$ cat src/common/gma_params.svh
// Register indices, field masks and field layouts of the memory-area bank
`ifndef GMA_PARAMS_SVH
`define GMA_PARAMS_SVH

// ****************************************
// Register indices (word index on the register port)
// ****************************************
`define GMA_IDX_LIST_HI 5'h00
`define GMA_IDX_LIST_LO 5'h01
`define GMA_IDX_SOURCE 5'h02
`define GMA_IDX_WORK 5'h03
`define GMA_IDX_DEST_HI 5'h04
`define GMA_IDX_DEST_LO 5'h05
`define GMA_IDX_COUNT 5'h06
`define GMA_IDX_SYSCTL 5'h07
`define GMA_IDX_CONV 5'h08
`define GMA_IDX_ISTORE 5'h09
`define GMA_IDX_WIDTH 5'h0a
`define GMA_IDX_HEIGHT 5'h0b
`define GMA_IDX_HOST_STAT 5'h1f

// ****************************************
// Writable field masks; all other bits are reserved
// ****************************************
`define GMA_MASK_LIST_HI 16'h007f
`define GMA_MASK_LIST_LO 16'hffe0
`define GMA_MASK_SOURCE 16'h007e
`define GMA_MASK_WORK 16'h007f
`define GMA_MASK_DEST_HI 16'h007f
`define GMA_MASK_DEST_LO 16'hfffe
`define GMA_MASK_FULL 16'hffff
`define GMA_MASK_MODE 16'h0003

// ****************************************
// Field positions
// ****************************************
`define GMA_LIST_HI_MSB 6
`define GMA_LIST_LO_MSB 15
`define GMA_LIST_LO_LSB 5
`define GMA_SOURCE_MSB 6
`define GMA_SOURCE_LSB 1
`define GMA_WORK_MSB 6
`define GMA_DEST_HI_MSB 6
`define GMA_DEST_LO_MSB 15
`define GMA_DEST_LO_LSB 1
`define GMA_MODE_MSB 1
`define GMA_ISTORE_PAD 6'h00
`define GMA_CONV_NORMAL 2'h0
`define GMA_STAT_BUSY 0
`define GMA_STAT_REFUSED 1

`endif

$ cat src/common/gma_pkg.sv
// Types shared by both ends of the memory-area bank
package gma_pkg;

  // ****************************************
  // Host transfer mode held in the system control register
  // ****************************************
  typedef enum logic [1:0] {
    GMA_XFER_IDLE = 2'b00,
    GMA_XFER_RSVD = 2'b01,
    GMA_XFER_STORE = 2'b10,
    GMA_XFER_CONVERT = 2'b11
  } gma_xfer_mode_t;

  // ****************************************
  // Device state cleared by reset
  // ****************************************
  typedef struct packed {
    logic [6:0] dest_hi;
    logic [14:0] dest_lo;
    logic [15:0] count;
    gma_xfer_mode_t mode;
    logic [21:0] ptr;
    logic [31:0] rem;
    logic pend;
    logic [21:0] maddr;
    logic [15:0] mdata;
    logic rdy;
    logic [15:0] rdata;
    logic active;
  } gma_dev_state_t;

  // ****************************************
  // Device state that survives reset
  // ****************************************
  typedef struct packed {
    logic [6:0] list_hi;
    logic [10:0] list_lo;
    logic [5:0] source;
    logic [6:0] work;
    logic [1:0] conv;
    logic [15:0] istore;
    logic [15:0] width;
    logic [15:0] height;
  } gma_dev_keep_t;

endpackage : gma_pkg

$ cat src/common/gma_if.sv
// Link between the host controller and the memory-area bank
`timescale 1ns/1ps
interface gma_if;
  logic [4:0] reg_addr;
  logic [15:0] reg_wdata;
  logic reg_wr;
  logic reg_rd;
  logic [15:0] reg_rdata;
  logic [15:0] dat;
  logic dat_valid;
  logic dat_ready;
  logic xfer_active;

  modport dev (
    input reg_addr, reg_wdata, reg_wr, reg_rd, dat, dat_valid,
    output reg_rdata, dat_ready, xfer_active
  );

  modport host (
    output reg_addr, reg_wdata, reg_wr, reg_rd, dat, dat_valid,
    input reg_rdata, dat_ready, xfer_active
  );
endinterface : gma_if

$ cat src/core/gma_device.sv
// Memory-area configuration and transfer setup bank of the graphics core
//
// How it works
// - List start: 18 bits, address A22..A5
// - Source area: bits 6..1 give A22..A17
// - Work area: bits 6..0 give A22..A16
// - Destination: high A22..A16, low A15..A1
// - Destination is a 16-bit word address
// - Write zeros to reserved; reads undefined
// - Area start fields survive reset
// - Host leaves destination alone in mode 10
// - Mode 11 ignores destination registers
// - Mode 11 stores from image start onward
// - Reset clears destination fields
// - Word count counts 16-bit words
// - Host leaves count alone while active
// - Host matches count to image size
// - Mismatch stops at smaller; clears both modes
// - Reset clears the word count
// - Pixel total counts down; clears convert mode
//
// Implementation choices: the placing of the registers and the address-and-strobe port.
`timescale 1ns/1ps
`include "gma_params.svh"

module gma_device
  import gma_pkg::*;
(
  input wire logic i_clk,
  input wire logic i_rst_n,
  gma_if.dev bus,
  output logic o_mem_we,
  output logic [21:0] o_mem_addr,
  output logic [15:0] o_mem_data,
  input wire logic i_mem_ready,
  output logic [17:0] o_list_start,
  output logic [5:0] o_source_start,
  output logic [6:0] o_work_start,
  output logic [1:0] o_conv_mode
);

  // ****************************************
  // State
  // ****************************************
  gma_dev_state_t q_ff;
  gma_dev_state_t nxt_q;
  gma_dev_keep_t k_ff;
  gma_dev_keep_t nxt_k;
  logic acc;
  logic wr_hit;
  logic [31:0] pix_total;
  logic [31:0] word_total;

  // True while a host transfer mode moves data
  function automatic logic mode_moves(input gma_xfer_mode_t m);
    return (m == GMA_XFER_STORE) || (m == GMA_XFER_CONVERT);
  endfunction : mode_moves

  // Smaller of two totals, so a mismatch ends early
  function automatic logic [31:0] min32(input logic [31:0] a,
                                        input logic [31:0] b);
    return (a < b) ? a : b;
  endfunction : min32

  // ****************************************
  // Handshake terms
  // ****************************************
  // A word is taken only while ready is up and nothing is pending
  assign acc = q_ff.rdy && bus.dat_valid;
  assign wr_hit = bus.reg_wr;
  // One pixel per 16-bit word in this build
  assign pix_total = 32'(k_ff.width) * 32'(k_ff.height);
  assign word_total = {16'h0000, q_ff.count};

  // ****************************************
  // Next-state logic
  // ****************************************
  always_comb begin
    nxt_q = q_ff;
    nxt_k = k_ff;

    // Memory side takes the pending word when it is ready
    if (q_ff.pend && i_mem_ready) begin
      nxt_q.pend = 1'b0;
    end

    // Incoming word goes to the next word address
    if (acc) begin
      nxt_q.pend = 1'b1;
      nxt_q.maddr = q_ff.ptr;
      nxt_q.mdata = bus.dat;
      nxt_q.ptr = q_ff.ptr + 22'h00_0001;
      nxt_q.rem = q_ff.rem - 32'h0000_0001;
      if (q_ff.rem == 32'h0000_0001) begin
        // Last word: mode goes idle; the conversion field falls back to normal only in mode 11
        nxt_q.mode = GMA_XFER_IDLE;
        if (q_ff.mode == GMA_XFER_CONVERT) begin
          nxt_k.conv = `GMA_CONV_NORMAL;
        end
      end
    end

    // Register writes; reserved bits are dropped on the way in
    if (wr_hit) begin
      unique case (bus.reg_addr)
        `GMA_IDX_LIST_HI: begin
          nxt_k.list_hi = bus.reg_wdata[`GMA_LIST_HI_MSB:0];
        end
        `GMA_IDX_LIST_LO: begin
          nxt_k.list_lo =
            bus.reg_wdata[`GMA_LIST_LO_MSB:`GMA_LIST_LO_LSB];
        end
        `GMA_IDX_SOURCE: begin
          nxt_k.source =
            bus.reg_wdata[`GMA_SOURCE_MSB:`GMA_SOURCE_LSB];
        end
        `GMA_IDX_WORK: begin
          nxt_k.work = bus.reg_wdata[`GMA_WORK_MSB:0];
        end
        `GMA_IDX_DEST_HI: begin
          nxt_q.dest_hi = bus.reg_wdata[`GMA_DEST_HI_MSB:0];
        end
        `GMA_IDX_DEST_LO: begin
          nxt_q.dest_lo =
            bus.reg_wdata[`GMA_DEST_LO_MSB:`GMA_DEST_LO_LSB];
        end
        `GMA_IDX_COUNT: begin
          nxt_q.count = bus.reg_wdata;
        end
        `GMA_IDX_SYSCTL: begin
          // A store or convert command restarts the pointer and the remaining count
          nxt_q.mode = gma_xfer_mode_t'(bus.reg_wdata[`GMA_MODE_MSB:0]);
          unique case (nxt_q.mode)
            GMA_XFER_STORE: begin
              nxt_q.ptr = {q_ff.dest_hi, q_ff.dest_lo};
              nxt_q.rem = word_total;
            end
            GMA_XFER_CONVERT: begin
              // Destination registers play no part here
              nxt_q.ptr = {k_ff.istore, `GMA_ISTORE_PAD};
              nxt_q.rem = min32(word_total, pix_total);
            end
            GMA_XFER_IDLE, GMA_XFER_RSVD: begin
              nxt_q.rem = 32'h0000_0000;
            end
          endcase
          // Nothing to move: the command ends at once
          if (mode_moves(nxt_q.mode) && nxt_q.rem == 32'h0000_0000) begin
            nxt_q.mode = GMA_XFER_IDLE;
          end
        end
        `GMA_IDX_CONV: begin
          nxt_k.conv = bus.reg_wdata[`GMA_MODE_MSB:0];
        end
        `GMA_IDX_ISTORE: begin
          nxt_k.istore = bus.reg_wdata;
        end
        `GMA_IDX_WIDTH: begin
          nxt_k.width = bus.reg_wdata;
        end
        `GMA_IDX_HEIGHT: begin
          nxt_k.height = bus.reg_wdata;
        end
        default: begin
          // Unmapped index: write is dropped
        end
      endcase
    end

    // Register reads; reserved bits read as zero
    if (bus.reg_rd) begin
      unique case (bus.reg_addr)
        `GMA_IDX_LIST_HI: nxt_q.rdata = {9'h000, k_ff.list_hi};
        `GMA_IDX_LIST_LO: nxt_q.rdata = {k_ff.list_lo, 5'h00};
        `GMA_IDX_SOURCE: nxt_q.rdata = {9'h000, k_ff.source, 1'b0};
        `GMA_IDX_WORK: nxt_q.rdata = {9'h000, k_ff.work};
        `GMA_IDX_DEST_HI: nxt_q.rdata = {9'h000, q_ff.dest_hi};
        `GMA_IDX_DEST_LO: nxt_q.rdata = {q_ff.dest_lo, 1'b0};
        `GMA_IDX_COUNT: nxt_q.rdata = q_ff.count;
        `GMA_IDX_SYSCTL: nxt_q.rdata = {14'h0000, q_ff.mode};
        `GMA_IDX_CONV: nxt_q.rdata = {14'h0000, k_ff.conv};
        `GMA_IDX_ISTORE: nxt_q.rdata = k_ff.istore;
        `GMA_IDX_WIDTH: nxt_q.rdata = k_ff.width;
        `GMA_IDX_HEIGHT: nxt_q.rdata = k_ff.height;
        default: nxt_q.rdata = 16'h0000;
      endcase
    end

    // Ready only with room; one word in flight keeps ordering simple
    nxt_q.active = mode_moves(nxt_q.mode);
    nxt_q.rdy = nxt_q.active && !nxt_q.pend &&
                (nxt_q.rem != 32'h0000_0000);
  end

  // ****************************************
  // Registers cleared by reset
  // ****************************************
  always_ff @(posedge i_clk or negedge i_rst_n) begin
    if (!i_rst_n) begin
      q_ff <= '0;
    end else begin
      q_ff <= nxt_q;
    end
  end

  // ****************************************
  // Area start fields hold their value across reset
  // ****************************************
  // No reset term: software must load these once after power-up
  always_ff @(posedge i_clk) begin
    k_ff <= nxt_k;
  end

  // ****************************************
  // Outputs
  // ****************************************
  assign bus.reg_rdata = q_ff.rdata;
  assign bus.dat_ready = q_ff.rdy;
  assign bus.xfer_active = q_ff.active;
  assign o_mem_we = q_ff.pend;
  assign o_mem_addr = q_ff.maddr;
  assign o_mem_data = q_ff.mdata;
  assign o_list_start = {k_ff.list_hi, k_ff.list_lo};
  assign o_source_start = k_ff.source;
  assign o_work_start = k_ff.work;
  assign o_conv_mode = k_ff.conv;

endmodule : gma_device

$ cat src/flat_wrapper.sv
// flat-port wrapper written by rule: the top's interface ports become plain ports
module gma_device_flat import gma_pkg::*;
  (i_clk, i_rst_n, o_mem_we, o_mem_addr, o_mem_data, i_mem_ready, o_list_start, o_source_start, o_work_start, o_conv_mode, bus_reg_addr, bus_reg_wdata, bus_reg_wr, bus_reg_rd, bus_dat, bus_dat_valid, bus_reg_rdata, bus_dat_ready, bus_xfer_active);
  gma_if bus_i ();
  input wire logic i_clk;
  input wire logic i_rst_n;
  output logic o_mem_we;
  output logic [21:0] o_mem_addr;
  output logic [15:0] o_mem_data;
  input wire logic i_mem_ready;
  output logic [17:0] o_list_start;
  output logic [5:0] o_source_start;
  output logic [6:0] o_work_start;
  output logic [1:0] o_conv_mode;
  input wire logic [$bits(bus_i.reg_addr)-1:0] bus_reg_addr;
  input wire logic [$bits(bus_i.reg_wdata)-1:0] bus_reg_wdata;
  input wire logic [$bits(bus_i.reg_wr)-1:0] bus_reg_wr;
  input wire logic [$bits(bus_i.reg_rd)-1:0] bus_reg_rd;
  input wire logic [$bits(bus_i.dat)-1:0] bus_dat;
  input wire logic [$bits(bus_i.dat_valid)-1:0] bus_dat_valid;
  output wire logic [$bits(bus_i.reg_rdata)-1:0] bus_reg_rdata;
  output wire logic [$bits(bus_i.dat_ready)-1:0] bus_dat_ready;
  output wire logic [$bits(bus_i.xfer_active)-1:0] bus_xfer_active;
  assign bus_i.reg_addr = bus_reg_addr;
  assign bus_i.reg_wdata = bus_reg_wdata;
  assign bus_i.reg_wr = bus_reg_wr;
  assign bus_i.reg_rd = bus_reg_rd;
  assign bus_i.dat = bus_dat;
  assign bus_i.dat_valid = bus_dat_valid;
  assign bus_reg_rdata = bus_i.reg_rdata;
  assign bus_dat_ready = bus_i.dat_ready;
  assign bus_xfer_active = bus_i.xfer_active;
  gma_device u_core (.i_clk(i_clk), .i_rst_n(i_rst_n), .bus(bus_i), .o_mem_we(o_mem_we), .o_mem_addr(o_mem_addr), .o_mem_data(o_mem_data), .i_mem_ready(i_mem_ready), .o_list_start(o_list_start), .o_source_start(o_source_start), .o_work_start(o_work_start), .o_conv_mode(o_conv_mode));
endmodule
$ cat config.mk
export PLATFORM = sky130hd
export DESIGN_NAME = gma_device_flat
export DESIGN_NICKNAME = d
export VERILOG_FILES = /design/src/common/gma_pkg.sv /design/src/common/gma_if.sv /design/src/core/gma_device.sv /design/src/flat_wrapper.sv
export VERILOG_INCLUDE_DIRS = /design/src /design/src/common
export SDC_FILE = /design/constraint.sdc
export NUM_CORES = 1
export LEC_CHECK = 0
export BUFFER_PORTS_ARGS = -buffer_cell sky130_fd_sc_hd__buf_2
export CAP_MARGIN = 25
export CELL_PAD_IN_SITES_DETAIL_PLACEMENT = 0
export CELL_PAD_IN_SITES_GLOBAL_PLACEMENT = 1
export CORE_UTILIZATION = 53
export CTS_CLUSTER_DIAMETER = 100
export DETAILED_ROUTE_END_ITERATION = 8
export GPL_TIMING_DRIVEN = 0
export PLACE_DENSITY_LB_ADDON = 0.1
export SYNTH_ARGS = -nofsm -noshare
export SYNTH_HDL_FRONTEND = slang
export SYNTH_SLANG_ARGS = --single-unit
$ cat constraint.sdc
create_clock -name i_clk -period 21.3 [get_ports i_clk]
set_clock_uncertainty 0.1 [all_clocks]
set_input_delay 2.13 -clock i_clk [delete_from_list [all_inputs] [get_ports i_clk]]
set_output_delay 2.13 -clock i_clk [all_outputs]
set_load 0.05 [all_outputs]
# After elaboration in Yosys (flattened, before gate mapping)
# Index checks and enable logic that the tools add are counted.
# op_classes
add_sub_neg,2
mul,1
div,0
n_lt_le_gt_ge,1
n_eq_ne,18
shifts,0
mux,20
bitwise_logic,0
n_reduce_logical,23
# op_table
operator,n
$pmux W16 S12,1
$mux W56,2
$mux W32,3
$pmux W32 S3,1
$mux W95,1
$mux W50,1
$mux W16,3
$pmux W22 S2,1
$eq A32 B1 Y1 const B,1
$logic_not A32 Y1,1
$lt A16 B32 Y1,1
$mul A16 B16 Y32,1
$reduce_bool A32 Y1,1
$sub A32 B1 Y32 const B,1
$add A22 B1 Y22 const B,1
$eq A5 B3 Y1 const B,4
$eq A5 B4 Y1 const B,4
$reduce_and A2 Y1,10
$mux W2,6
$eq A2 B2 Y1 const B,5
$eq A5 B2 Y1 const B,2
$eq A5 B1 Y1 const B,1
$logic_and A1 B1 Y1,5
$logic_not A5 Y1,1
6 further kinds,7
# totals
register_bits,232
latchBits,0
ram_bits,0
rom_bits,0
in_bits,43
out_inout_bits,90
word_cells,85
n_memories,0

# Logic depth before layout (Yosys ltp)
# Gate-level depths: netlist of the first run.
# depth
depth_word,15
mapped_depth,35
mapped_depth_nobuf,31

# Worst setup path after synthesis of the first run
# Ideal clock, no wire load.
# synth_path
kind,reg2reg
from,register u_core.k_ff[9] (netlist bit)
to,register u_core.q_ff (netlist bit u_core.bus.dat_ready)
setup_time_ps,136
arrival_ps,7534
required_ps,21064
slack_ps,13530
path_stages_with_launch,35
path_buffers,3
synth_period_minus_slack_ps,7770
path_cell_list,edfxtp_1 -> clkbuf_1 -> clkbuf_1 -> nand2_1 -> fa_1 -> inv_1 -> fa_1 -> inv_1 -> fa_1 -> inv_1 -> fa_1 -> fa_1 -> inv_1 -> fa_1 -> inv_1 -> ha_1 -> nand2_1 -> a211oi_2 -> o21ai_1 -> nand2b_1 -> xnor2_1 -> ha_1 -> nand3_1 -> nor3_1 -> o21ai_0 -> a31oi_1 -> o221ai_1 -> nand4b_1 -> nor4_4 -> and3_1 -> buf_6 -> o221ai_2 -> or4_1 -> nor4_1 -> a211oi_1
# synth_rtl
element,line_no,source
start: declaration,gma_device.sv:47,gma_dev_keep_t k_ff;
start signal: assignment,gma_device.sv:211,k_ff <= nxt_k;
end signal: assignment,gma_device.sv:202,q_ff <= nxt_q;
end: declaration,gma_device.sv:45,gma_dev_state_t q_ff;

==> flow_summary.yaml, run 1 <==
timing:
  fmax_mhz: 97.9
  setup_tns_ps: 0
  min_period_ps: 10220
  slew_headroom: 0.434
  setup_viol: 0
  rsz0062_at_grt: "false"
  finalCritPeriodShare: 0.480
  tightest_slew_ps: 849
  final_max_slew_viol_count: 0
  hold_viol: 0
cts:
  cts_htree_levels: 1
  cts_setup_buffers: 0
  cts_tree: "done"
  post_cts_resized: 0
  clock_path_buffers: 3
  cts_root_buf: "clkbuf_16"
  clk_latency_ps: 530
  cts_buffers: 24
  holdBufCountCts: 0
  cts_num_sinks: 232
  clkTransAtPathRegs_ps: 70
synth:
  synth-edff-count: 79
  ys.flop_type: "dfrtp_1"
  syn_inst: 2118
  synth_cell_types: 81
  ys_seq_elements: 232
  yosys_warnings: 0
  ys_seq_area_frac: 0.306
  synthTopCellsByArea: "fa_1 19%, dfrtp_1 19%, edfxtp_1 12%, ha_1 7.6%, nand2_1 6.7%"
  syn_area_mm2: 0.0202
  syn_nets: 2477
  synth.avg_cell_area_um2: 9.54
  yosysTopAreaCellShare: 0.192
  yosys.area.top_type: "fa_1"
  async_reset_ff_frac: 0.651
cells_and_area:
  antennaDiodeCount: 0
  final_core_util: 0.595
  seq_area_mm2: 0.00619
  areaGrowthSynthToFinish_pct: 10.7
  layout.nets: 2635
  multi_input_area_mm2: 0.0120
  layout-drive-gt1-share: 0.144
  fillers: 3409
  layout_commonest_cell: "nand2_1"
  final_cell_mix: "358 x nand2_1, 269 x inv_1, 194 x fa_1"
setup_path:
  path_common_cell: "fa_1"
  cp_num_cells: 32
  worstPathArrival_ps: 10480
  worst-r2r-cell-count: 32
  path_buf_inv: 7
  slowest_delay_ps: 570
  required_ps: 21560
  critPathKind: "reg2reg"
  crit_family: "adder cells"
  end_kind: "flip-flop"
  critPathMaxFanout: 10
  crit_path_start_kind: "flip-flop"
  critPathSlowestCell: "clkbuf_1"
power_and_ir_drop:
  p_leak_nw: 10.7
  clkPwrFrac: 0.219
  switching_share: 0.424
  internal_power_mw: 1.15
  p_sw_mw: 0.848
  combPwrFrac: 0.472
  peakVddDrop_mv: 0.0935
  pwr_density_cell_mw_per_mm2: 89.5
  p_seq_frac: 0.309
floorplanning:
  design.portCount: 133
  row_count: 71
  initial_core_util: 0.538
  die-area_mm2: 0.0389
  die_w_um: 197
  die_height_um: 197
  core_area_mm2: 0.0376
worst_hold_path:
  hold-path-cell-count: 2
  min_path_type: "reg2reg"
grt:
  grt_use_total: 0.317
  grt_pass1_wl_mm: 92.8
  overflow: 0
  grt_pass1_vias: 15800
  grt_start_max_net_pins: 85
  antenna_found_initial: 1
routing:
  drc: 0
  postRouteWirelength_mm: 59.7
  post_drt_wl_per_cell_um: 21.3
  via_per_inst: 5.62
  detail-route-antenna-nets: 0
  dr.pass1.iters: 7
  drt_iter0_drc: 1385
  num_vias: 15800
place:
  io_buffers: 130
  gp_congestion: 0.983
  post-dp-hpwl_mm: 47.1
flow_run:
  cap_violations: 0
status:
  status: "completed"
## Yosys cell counts, types with 14 or more instances
master    number
ha_1         122
nor3_1        22
xor2_1        27
a31oi_1       16
clkbuf_1      78
nor2_1        86
xnor2_1       42
nor4_1        14
nand4_1       25
buf_4         90
nand3_1       24
o21ai_0       53
a222oi_1      15
and3_1        19
dfrtp_1      151
inv_1        269
a22oi_1       25
o22ai_1       22
nand2_1      358
fa_1         194
edfxtp_1      79
o211ai_1      14
mux2_2        37
a21oi_1       45
and2_1       125
## power by group through the flow
stage | clock network [mW] | logic, mW | registers [mW]
after floorplan | 0 | 0.699 | 0.601
after global placement | 0 | 0.926 | 0.620
after detailed placement | 0 | 0.935 | 0.623
after CTS | 0.443 | 0.943 | 0.615
after global routing | 0.462 | 1.05 | 0.626
final | 0.439 | 0.945 | 0.618
## through the flow
stage,std cells,power [mW],hold WS (ps),cell area (µm²),setup slack (ps)
2_1_floorplan,2118,1.30,347,20200,13530
3_3_place_gp,2759,1.55,358,21500,11310
3_5_place_dp,2761,1.56,363,21500,11280
4_1_cts,2805,2.00,380,22400,11180
5_1_grt,2805,2.14,402,22400,10630
6_report,2805,2.00,375,22400,11080
## registers in the layout (all words and copies together) (netlist names)
signal,flops
u_core.q_ff,94
u_core.k_ff,48
u_core.o_mem_addr,22
u_core.o_list_start,18
u_core.bus.reg_rdata,16
u_core.o_mem_data,16
u_core.o_work_start,7
u_core.o_source_start,6
u_core.o_conv_mode,2
u_core.bus.dat_ready,1
u_core.bus.xfer_active,1
u_core.o_mem_we,1
## worst register-to-register path: cells and delay by family, from the launching register on
| kind | cells | cell delay [ps] |
|---|---|---|
| adder cells (fa/ha/maj) | 8 | 3710 |
| AND/OR/NAND/NOR | 10 | 2960 |
| buffers and inverters | 7 | 1340 |
| AO/OA/AOI/OAI | 6 | 1220 |
| XOR/XNOR | 1 | 370 |
| flip-flops | 1 | 320 |
## logic make-up after synthesis
group	count (synthesis)	share of synthesized area
AND/OR/NAND/NOR	724	0.171
buffers and inverters	451	0.101
adder cells (fa/ha/maj)	316	0.268
AO/OA/AOI/OAI	275	0.0959
flip-flops	232	0.306
XOR/XNOR	69	0.0299
multiplexers	51	0.0277
## routing by layer
| metal | vias up | track usage | wire length, µm |
|---|---|---|---|
| met5 | - | 0 | 0 |
| met4 | 0 | 0.0568 | 1000 |
| met3 | 77 | 0.0821 | 6100 |
| met2 | 607 | 0.474 | 26100 |
| met1 | 7844 | 0.468 | 26400 |
| li1 | 7232 | - | - |
## worst paths after layout
| kind | endpoint | from | slack (ps) |
|---|---|---|---|
| worst min register to register | u_core.o_mem_data[7] | u_core.o_mem_data[7] | 370 |
| worst max register to register | u_core.bus.dat_ready | u_core.k_ff[9] | 11080 |
| worst min-delay path | u_core.o_mem_data[7] | u_core.o_mem_data[7] | 370 |
| max in group asynchronous | u_core.q_ff[66] | i_rst_n | 18710 |
| min in group asynchronous | u_core.bus.reg_rdata[6] | i_rst_n | 1510 |
| worst max-delay path | u_core.bus.dat_ready | u_core.k_ff[9] | 11080 |
## cell type report
class	count	area share
Tap cell	511	0.0286
Clock buffer	36	0.0311
Inverter	269	0.0451
Clock inverter	8	0.00593
Timing Repair Buffer	132	0.0308
Buffer	182	0.0465
Sequential cell	232	0.277
Multi-Input combinational cell	1435	0.535
No activity file was read; power rests on OpenSTA's default activity.
==> run 2, diff against run 1 <==
--- a/config.mk
+++ b/config.mk
@@ -10,7 +10,7 @@
 export CAP_MARGIN = 25
 export CELL_PAD_IN_SITES_DETAIL_PLACEMENT = 0
 export CELL_PAD_IN_SITES_GLOBAL_PLACEMENT = 1
-export CORE_UTILIZATION = 53
+export CORE_UTILIZATION = 49
 export CTS_CLUSTER_DIAMETER = 100
 export DETAILED_ROUTE_END_ITERATION = 8
 export GPL_TIMING_DRIVEN = 0
==> constraint.sdc (replaced) <==
create_clock -name i_clk -period 10.2 [get_ports i_clk]
set_clock_uncertainty 0.1 [all_clocks]
set_input_delay 1.02 -clock i_clk [delete_from_list [all_inputs] [get_ports i_clk]]
set_output_delay 1.02 -clock i_clk [all_outputs]
set_load 0.05 [all_outputs]
==> flow_summary.yaml, run 2 (synthesis results as in run 1) <==
power_and_ir_drop:
  pwr_density_cell_mw_per_mm2: 186
  p_leak_nw: 10.7
  total_power_mw: 4.17
  peakVddDrop_mv: 0.185
setup_path:
  r2r-start: "u_core.k_ff[5]"
  crit_path_start_kind: "flip-flop"
  slowest_delay_ps: 640
  worst-r2r-cell-count: 30
  reg2reg_to: "u_core.bus.dat_ready"
  critPathSlowestCell: "clkbuf_1"
  path_common_cell: "fa_1"
  critPathKind: "reg2reg"
  worstPathArrival_ps: 10100
  critPathMaxFanout: 10
  rrSetupSlack_ps: 370
  end_kind: "flip-flop"
  required_ps: 10470
place:
  gp_congestion: 0.932
  io_buffers: 130
  placed_cells: 2782
  post-dp-hpwl_mm: 47.9
timing:
  final_max_slew_viol_count: 0
  hold_viol: 0
  slew_headroom: 0.411
  setup_tns_ps: 0
  fmax_mhz: 102
  tightest_slew_ps: 876
  min_period_ps: 9830
  finalCritPeriodShare: 0.963
  setup_viol: 0
  rsz0062_at_grt: "false"
routing:
  postRouteWirelength_mm: 60.7
  detail-route-antenna-nets: 0
  dr.pass1.iters: 8
  num_vias: 15900
  drt_iter0_drc: 1203
  via_per_inst: 5.61
  post_drt_wl_per_cell_um: 21.5
  drc: 0
grt:
  grt_start_max_net_pins: 97
  grt_pass1_vias: 16000
  grt_pass1_wl_mm: 94.4
  grt_use_total: 0.300
  antenna_found_initial: 3
  overflow: 0
cells_and_area:
  areaGrowthSynthToFinish_pct: 10.8
  post_layout_nonfiller_instances: 2826
  fillers: 3835
  layout.nets: 2634
  layout_commonest_cell: "nand2_1"
  largest_reg_flops: 94
  final_cell_mix: "358 x nand2_1, 269 x inv_1, 194 x fa_1"
  top_register: "u_core.q_ff"
  layout-drive-gt1-share: 0.149
cts:
  holdBufCountCts: 0
  cts_root_buf: "clkbuf_16"
  cts_tree: "done"
  cts_buffers: 24
  clkTransAtPathRegs_ps: 60
  cts_num_sinks: 232
  cts_setup_buffers: 0
  clk_latency_ps: 540
  clock_path_buffers: 3
  cts_htree_levels: 1
status:
  status: "completed"
floorplanning:
  design.portCount: 133
  initial_core_util: 0.496
  core_area_mm2: 0.0407
  row_count: 74
  die_w_um: 205
  die-area_mm2: 0.0421
  die_height_um: 205
worst_hold_path:
  min_path_type: "in2async"
flow_run:
  cap_violations: 0
run 2: critical path: cells and delay by family (launching register included):
kind	cells	cell delay, ps
flip-flops	1	530
AO/OA/AOI/OAI	6	1190
AND/OR/NAND/NOR	10	3090
buffers and inverters	5	870
XOR/XNOR	1	380
adder cells (fa/ha/maj)	8	3520
run 2: per-stage QoR:
stage          setup slack, ps  utilization  hold slack (ps)  cell area, µm²
6_report                   373        0.550              334           22400
3_3_place_gp               143        0.528              358           21500
3_5_place_dp               225        0.529              363           21600
4_1_cts                    146        0.549              348           22400
2_1_floorplan             2430            -              347           20200
5_1_grt                   11.2        0.550              376           22400
run 2: per-layer routing:
layer | vias up | GRT usage | part of all wire
li1 | 7242 | - | -
met1 | 7882 | 0.436 | 0.44
met2 | 653 | 0.438 | 0.43
met3 | 78 | 0.0939 | 0.11
met4 | 2 | 0.0590 | 0.020
met5 | - | 0 | 0.00023
run 2: cell type report:
cell class / instances / area, µm² / share of cell area
timing repair buffer: 132 / 689 / 0.0308
inverter: 269 / 1010 / 0.0451
buffer: 181 / 1060 / 0.0472
clock buffer: 33 / 677 / 0.0302
multi-input combinational: 1435 / 12000 / 0.534
sequential: 232 / 6190 / 0.276
antenna: 1 / 2.50 / 0.000112
clock inverter: 11 / 138 / 0.00615
tap: 532 / 666 / 0.0297
run 2: worst max-delay path by stage:
stage | slack [ps] | from | depth (start not counted) | to
after floorplan | 2430 | u_core.k_ff[9] | 34 | u_core.bus.dat_ready
after global placement | 140 | u_core.k_ff[9] | 32 | u_core.bus.dat_ready
after detailed placement | 230 | u_core.k_ff[9] | 32 | u_core.bus.dat_ready
after CTS | 150 | u_core.k_ff[9] | 32 | u_core.bus.dat_ready
after global routing | 10 | u_core.k_ff[5] | 30 | u_core.bus.dat_ready
final | 370 | u_core.k_ff[5] | 30 | u_core.bus.dat_ready
run 2: what timing repair did:
item	4_1_cts	5_1_grt
endpoints found under the hold margin	0	0
resized for setup	0	30
endpoints found under the setup margin	0	3
run 2: power by group:
group / internal (mW) / switching, mW
Clock: 0.542 / 0.377
Combinational: 0.731 / 1.23
Sequential: 1.12 / 0.166
==> run 3, diff against run 2 <==
--- a/config.mk
+++ b/config.mk
@@ -10,11 +10,12 @@
 export CAP_MARGIN = 25
 export CELL_PAD_IN_SITES_DETAIL_PLACEMENT = 0
 export CELL_PAD_IN_SITES_GLOBAL_PLACEMENT = 1
+export CORE_ASPECT_RATIO = 1.75
 export CORE_UTILIZATION = 49
 export CTS_CLUSTER_DIAMETER = 100
 export DETAILED_ROUTE_END_ITERATION = 8
 export GPL_TIMING_DRIVEN = 0
-export PLACE_DENSITY_LB_ADDON = 0.1
+export PLACE_DENSITY = 0.85
 export SYNTH_ARGS = -nofsm -noshare
 export SYNTH_HDL_FRONTEND = slang
 export SYNTH_SLANG_ARGS = --single-unit
==> flow_summary.yaml, run 3 (synthesis results as in run 1) <==
status:
  status: "completed"
setup_path:
  worstPathArrival_ps: 10090
  required_ps: 10480
  critPathMaxFanout: 10
  rrSetupSlack_ps: 390
  crit_path_start_kind: "flip-flop"
  critPathSlowestCell: "edfxtp_1"
  end_kind: "flip-flop"
  slowest_delay_ps: 700
  cp-startpoint: "u_core.k_ff[26]"
  worst-r2r-cell-count: 31
  path_common_cell: "fa_1"
  critPathKind: "reg2reg"
  r2r-start: "u_core.k_ff[26]"
  reg2reg_to: "u_core.bus.dat_ready"
timing:
  slew_headroom: 0.395
  min_period_ps: 9810
  tightest_slew_ps: 903
  hold-worst-slack_ps: 375
  fmax_mhz: 102
  setup_tns_ps: 0
  finalWorstSetupSlack_ps: 389
  final_max_slew_viol_count: 0
  finalCritPeriodShare: 0.962
  hold_viol: 0
  setup_viol: 0
worst_hold_path:
  min-delay-start: "u_core.o_mem_data[5]"
  hold-path-cell-count: 2
  hold_path_end: "u_core.o_mem_data[5]"
  min_path_type: "reg2reg"
cts:
  cts_num_sinks: 232
  cts_tree: "done"
  clock_path_buffers: 3
  cts_htree_levels: 1
  cts_root_buf: "clkbuf_16"
  holdBufCountCts: 0
  clkTransAtPathRegs_ps: 70
  clk_latency_ps: 530
  cts_buffers: 19
place:
  gp_congestion: 0.962
  pre_cts_ws_ps: 146
  io_buffers: 130
  post-dp-hpwl_mm: 50.1
floorplanning:
  core_area_mm2: 0.0407
  row_count: 98
  initial_core_util: 0.496
  design.portCount: 133
  die_height_um: 271
  die_w_um: 156
  die-area_mm2: 0.0421
routing:
  via_per_inst: 5.69
  num_vias: 16200
  postRouteWirelength_mm: 62.0
  drt_iter0_drc: 1001
  post_drt_wl_per_cell_um: 21.8
  drc: 0
  detail-route-antenna-nets: 0
  dr.pass1.iters: 7
grt:
  grt_pass1_vias: 17100
  grt_use_total: 0.305
  antenna_found_initial: 2
  overflow: 0
  grt_start_max_net_pins: 90
  grt_pass1_wl_mm: 96.2
flow_run:
  cap_violations: 0
power_and_ir_drop:
  pwr_density_cell_mw_per_mm2: 182
  peakVddDrop_mv: 0.125
  p_leak_nw: 10.7
  total_power_mw: 4.07
cells_and_area:
  areaGrowthSynthToFinish_pct: 10.5
  fillers: 3811
  largest_reg_flops: 94
  top_register: "u_core.q_ff"
  final_cell_mix: "358 x nand2_1, 269 x inv_1, 194 x fa_1"
  layout.nets: 2636
  layout-drive-gt1-share: 0.153
  layout_commonest_cell: "nand2_1"
  final_core_util: 0.548
## run 3: cell count changes in the layout (fill, tap and decap cells not counted), moves of 2 or more
cell / delta
clkbuf_1: -9
clkinv_2: +2
clkbuf_2: +2
clkbuf_16: -7
buf_4: +7
## run 3: report_power, final
part	internal [mW]	switching (mW)	leakage, nW
registers	1.12	0.164	2.71
clock network	0.452	0.346	0.324
logic	0.726	1.25	7.66
## run 3: final cells by class
| cell class | instances | area [µm²] | area share |
|---|---|---|---|
| repair buffers | 140 | 747 | 0.0335 |
| inverters | 269 | 1010 | 0.0452 |
| multi-input cells | 1435 | 12000 | 0.536 |
| flip-flops and latches | 232 | 6190 | 0.277 |
| plain buffers | 180 | 1050 | 0.0472 |
| diodes | 1 | 2.50 | 0.000112 |
| well taps | 550 | 688 | 0.0308 |
| clock buffers | 21 | 493 | 0.0221 |
| clock inverters | 13 | 165 | 0.00740 |
## run 3: critical path: cells and delay by family, from the launching register on
family / cells / cell delay, ps
AOI/OAI and AO/OA: 7 / 1500
xor gates and xnor gates: 1 / 290
adders and majority gates: 8 / 3740
buffers and inverters: 6 / 810
DFF: 1 / 700
and+or+nand+nor: 9 / 2500
## run 3: worst max path at each step
stage                            to  slack [ps]
3_3_place_gp   u_core.bus.dat_ready         200
6_report       u_core.bus.dat_ready         390
2_1_floorplan  u_core.bus.dat_ready        2430
3_5_place_dp   u_core.bus.dat_ready         150
5_1_grt        u_core.bus.dat_ready          -5
4_1_cts        u_core.bus.dat_ready         100
## run 3: repair_timing
| action | in CTS | in global routing |
|---|---|---|
| resized for setup | 0 | 35 |
| endpoints found under the setup margin | 0 | 4 |
| setup buffers | 0 | 7 |
## run 3: metrics by stage
step           cell area (µm²)  instances
3_5_place_dp             21600       2800
2_1_floorplan            20200       2118
4_1_cts                  22200       2834
3_3_place_gp             21500       2798
6_report                 22300       2841
5_1_grt                  22300       2841
## run 3: layer usage
metal / global-route usage / share of wire / vias to the layer above
met1: 0.304 / 0.33 / 8054
met4: 0.224 / 0.088 / 0
li1: - / - / 7216
met5: 0 / 0 / -
met3: 0.0343 / 0.047 / 255
met2: 0.574 / 0.53 / 632
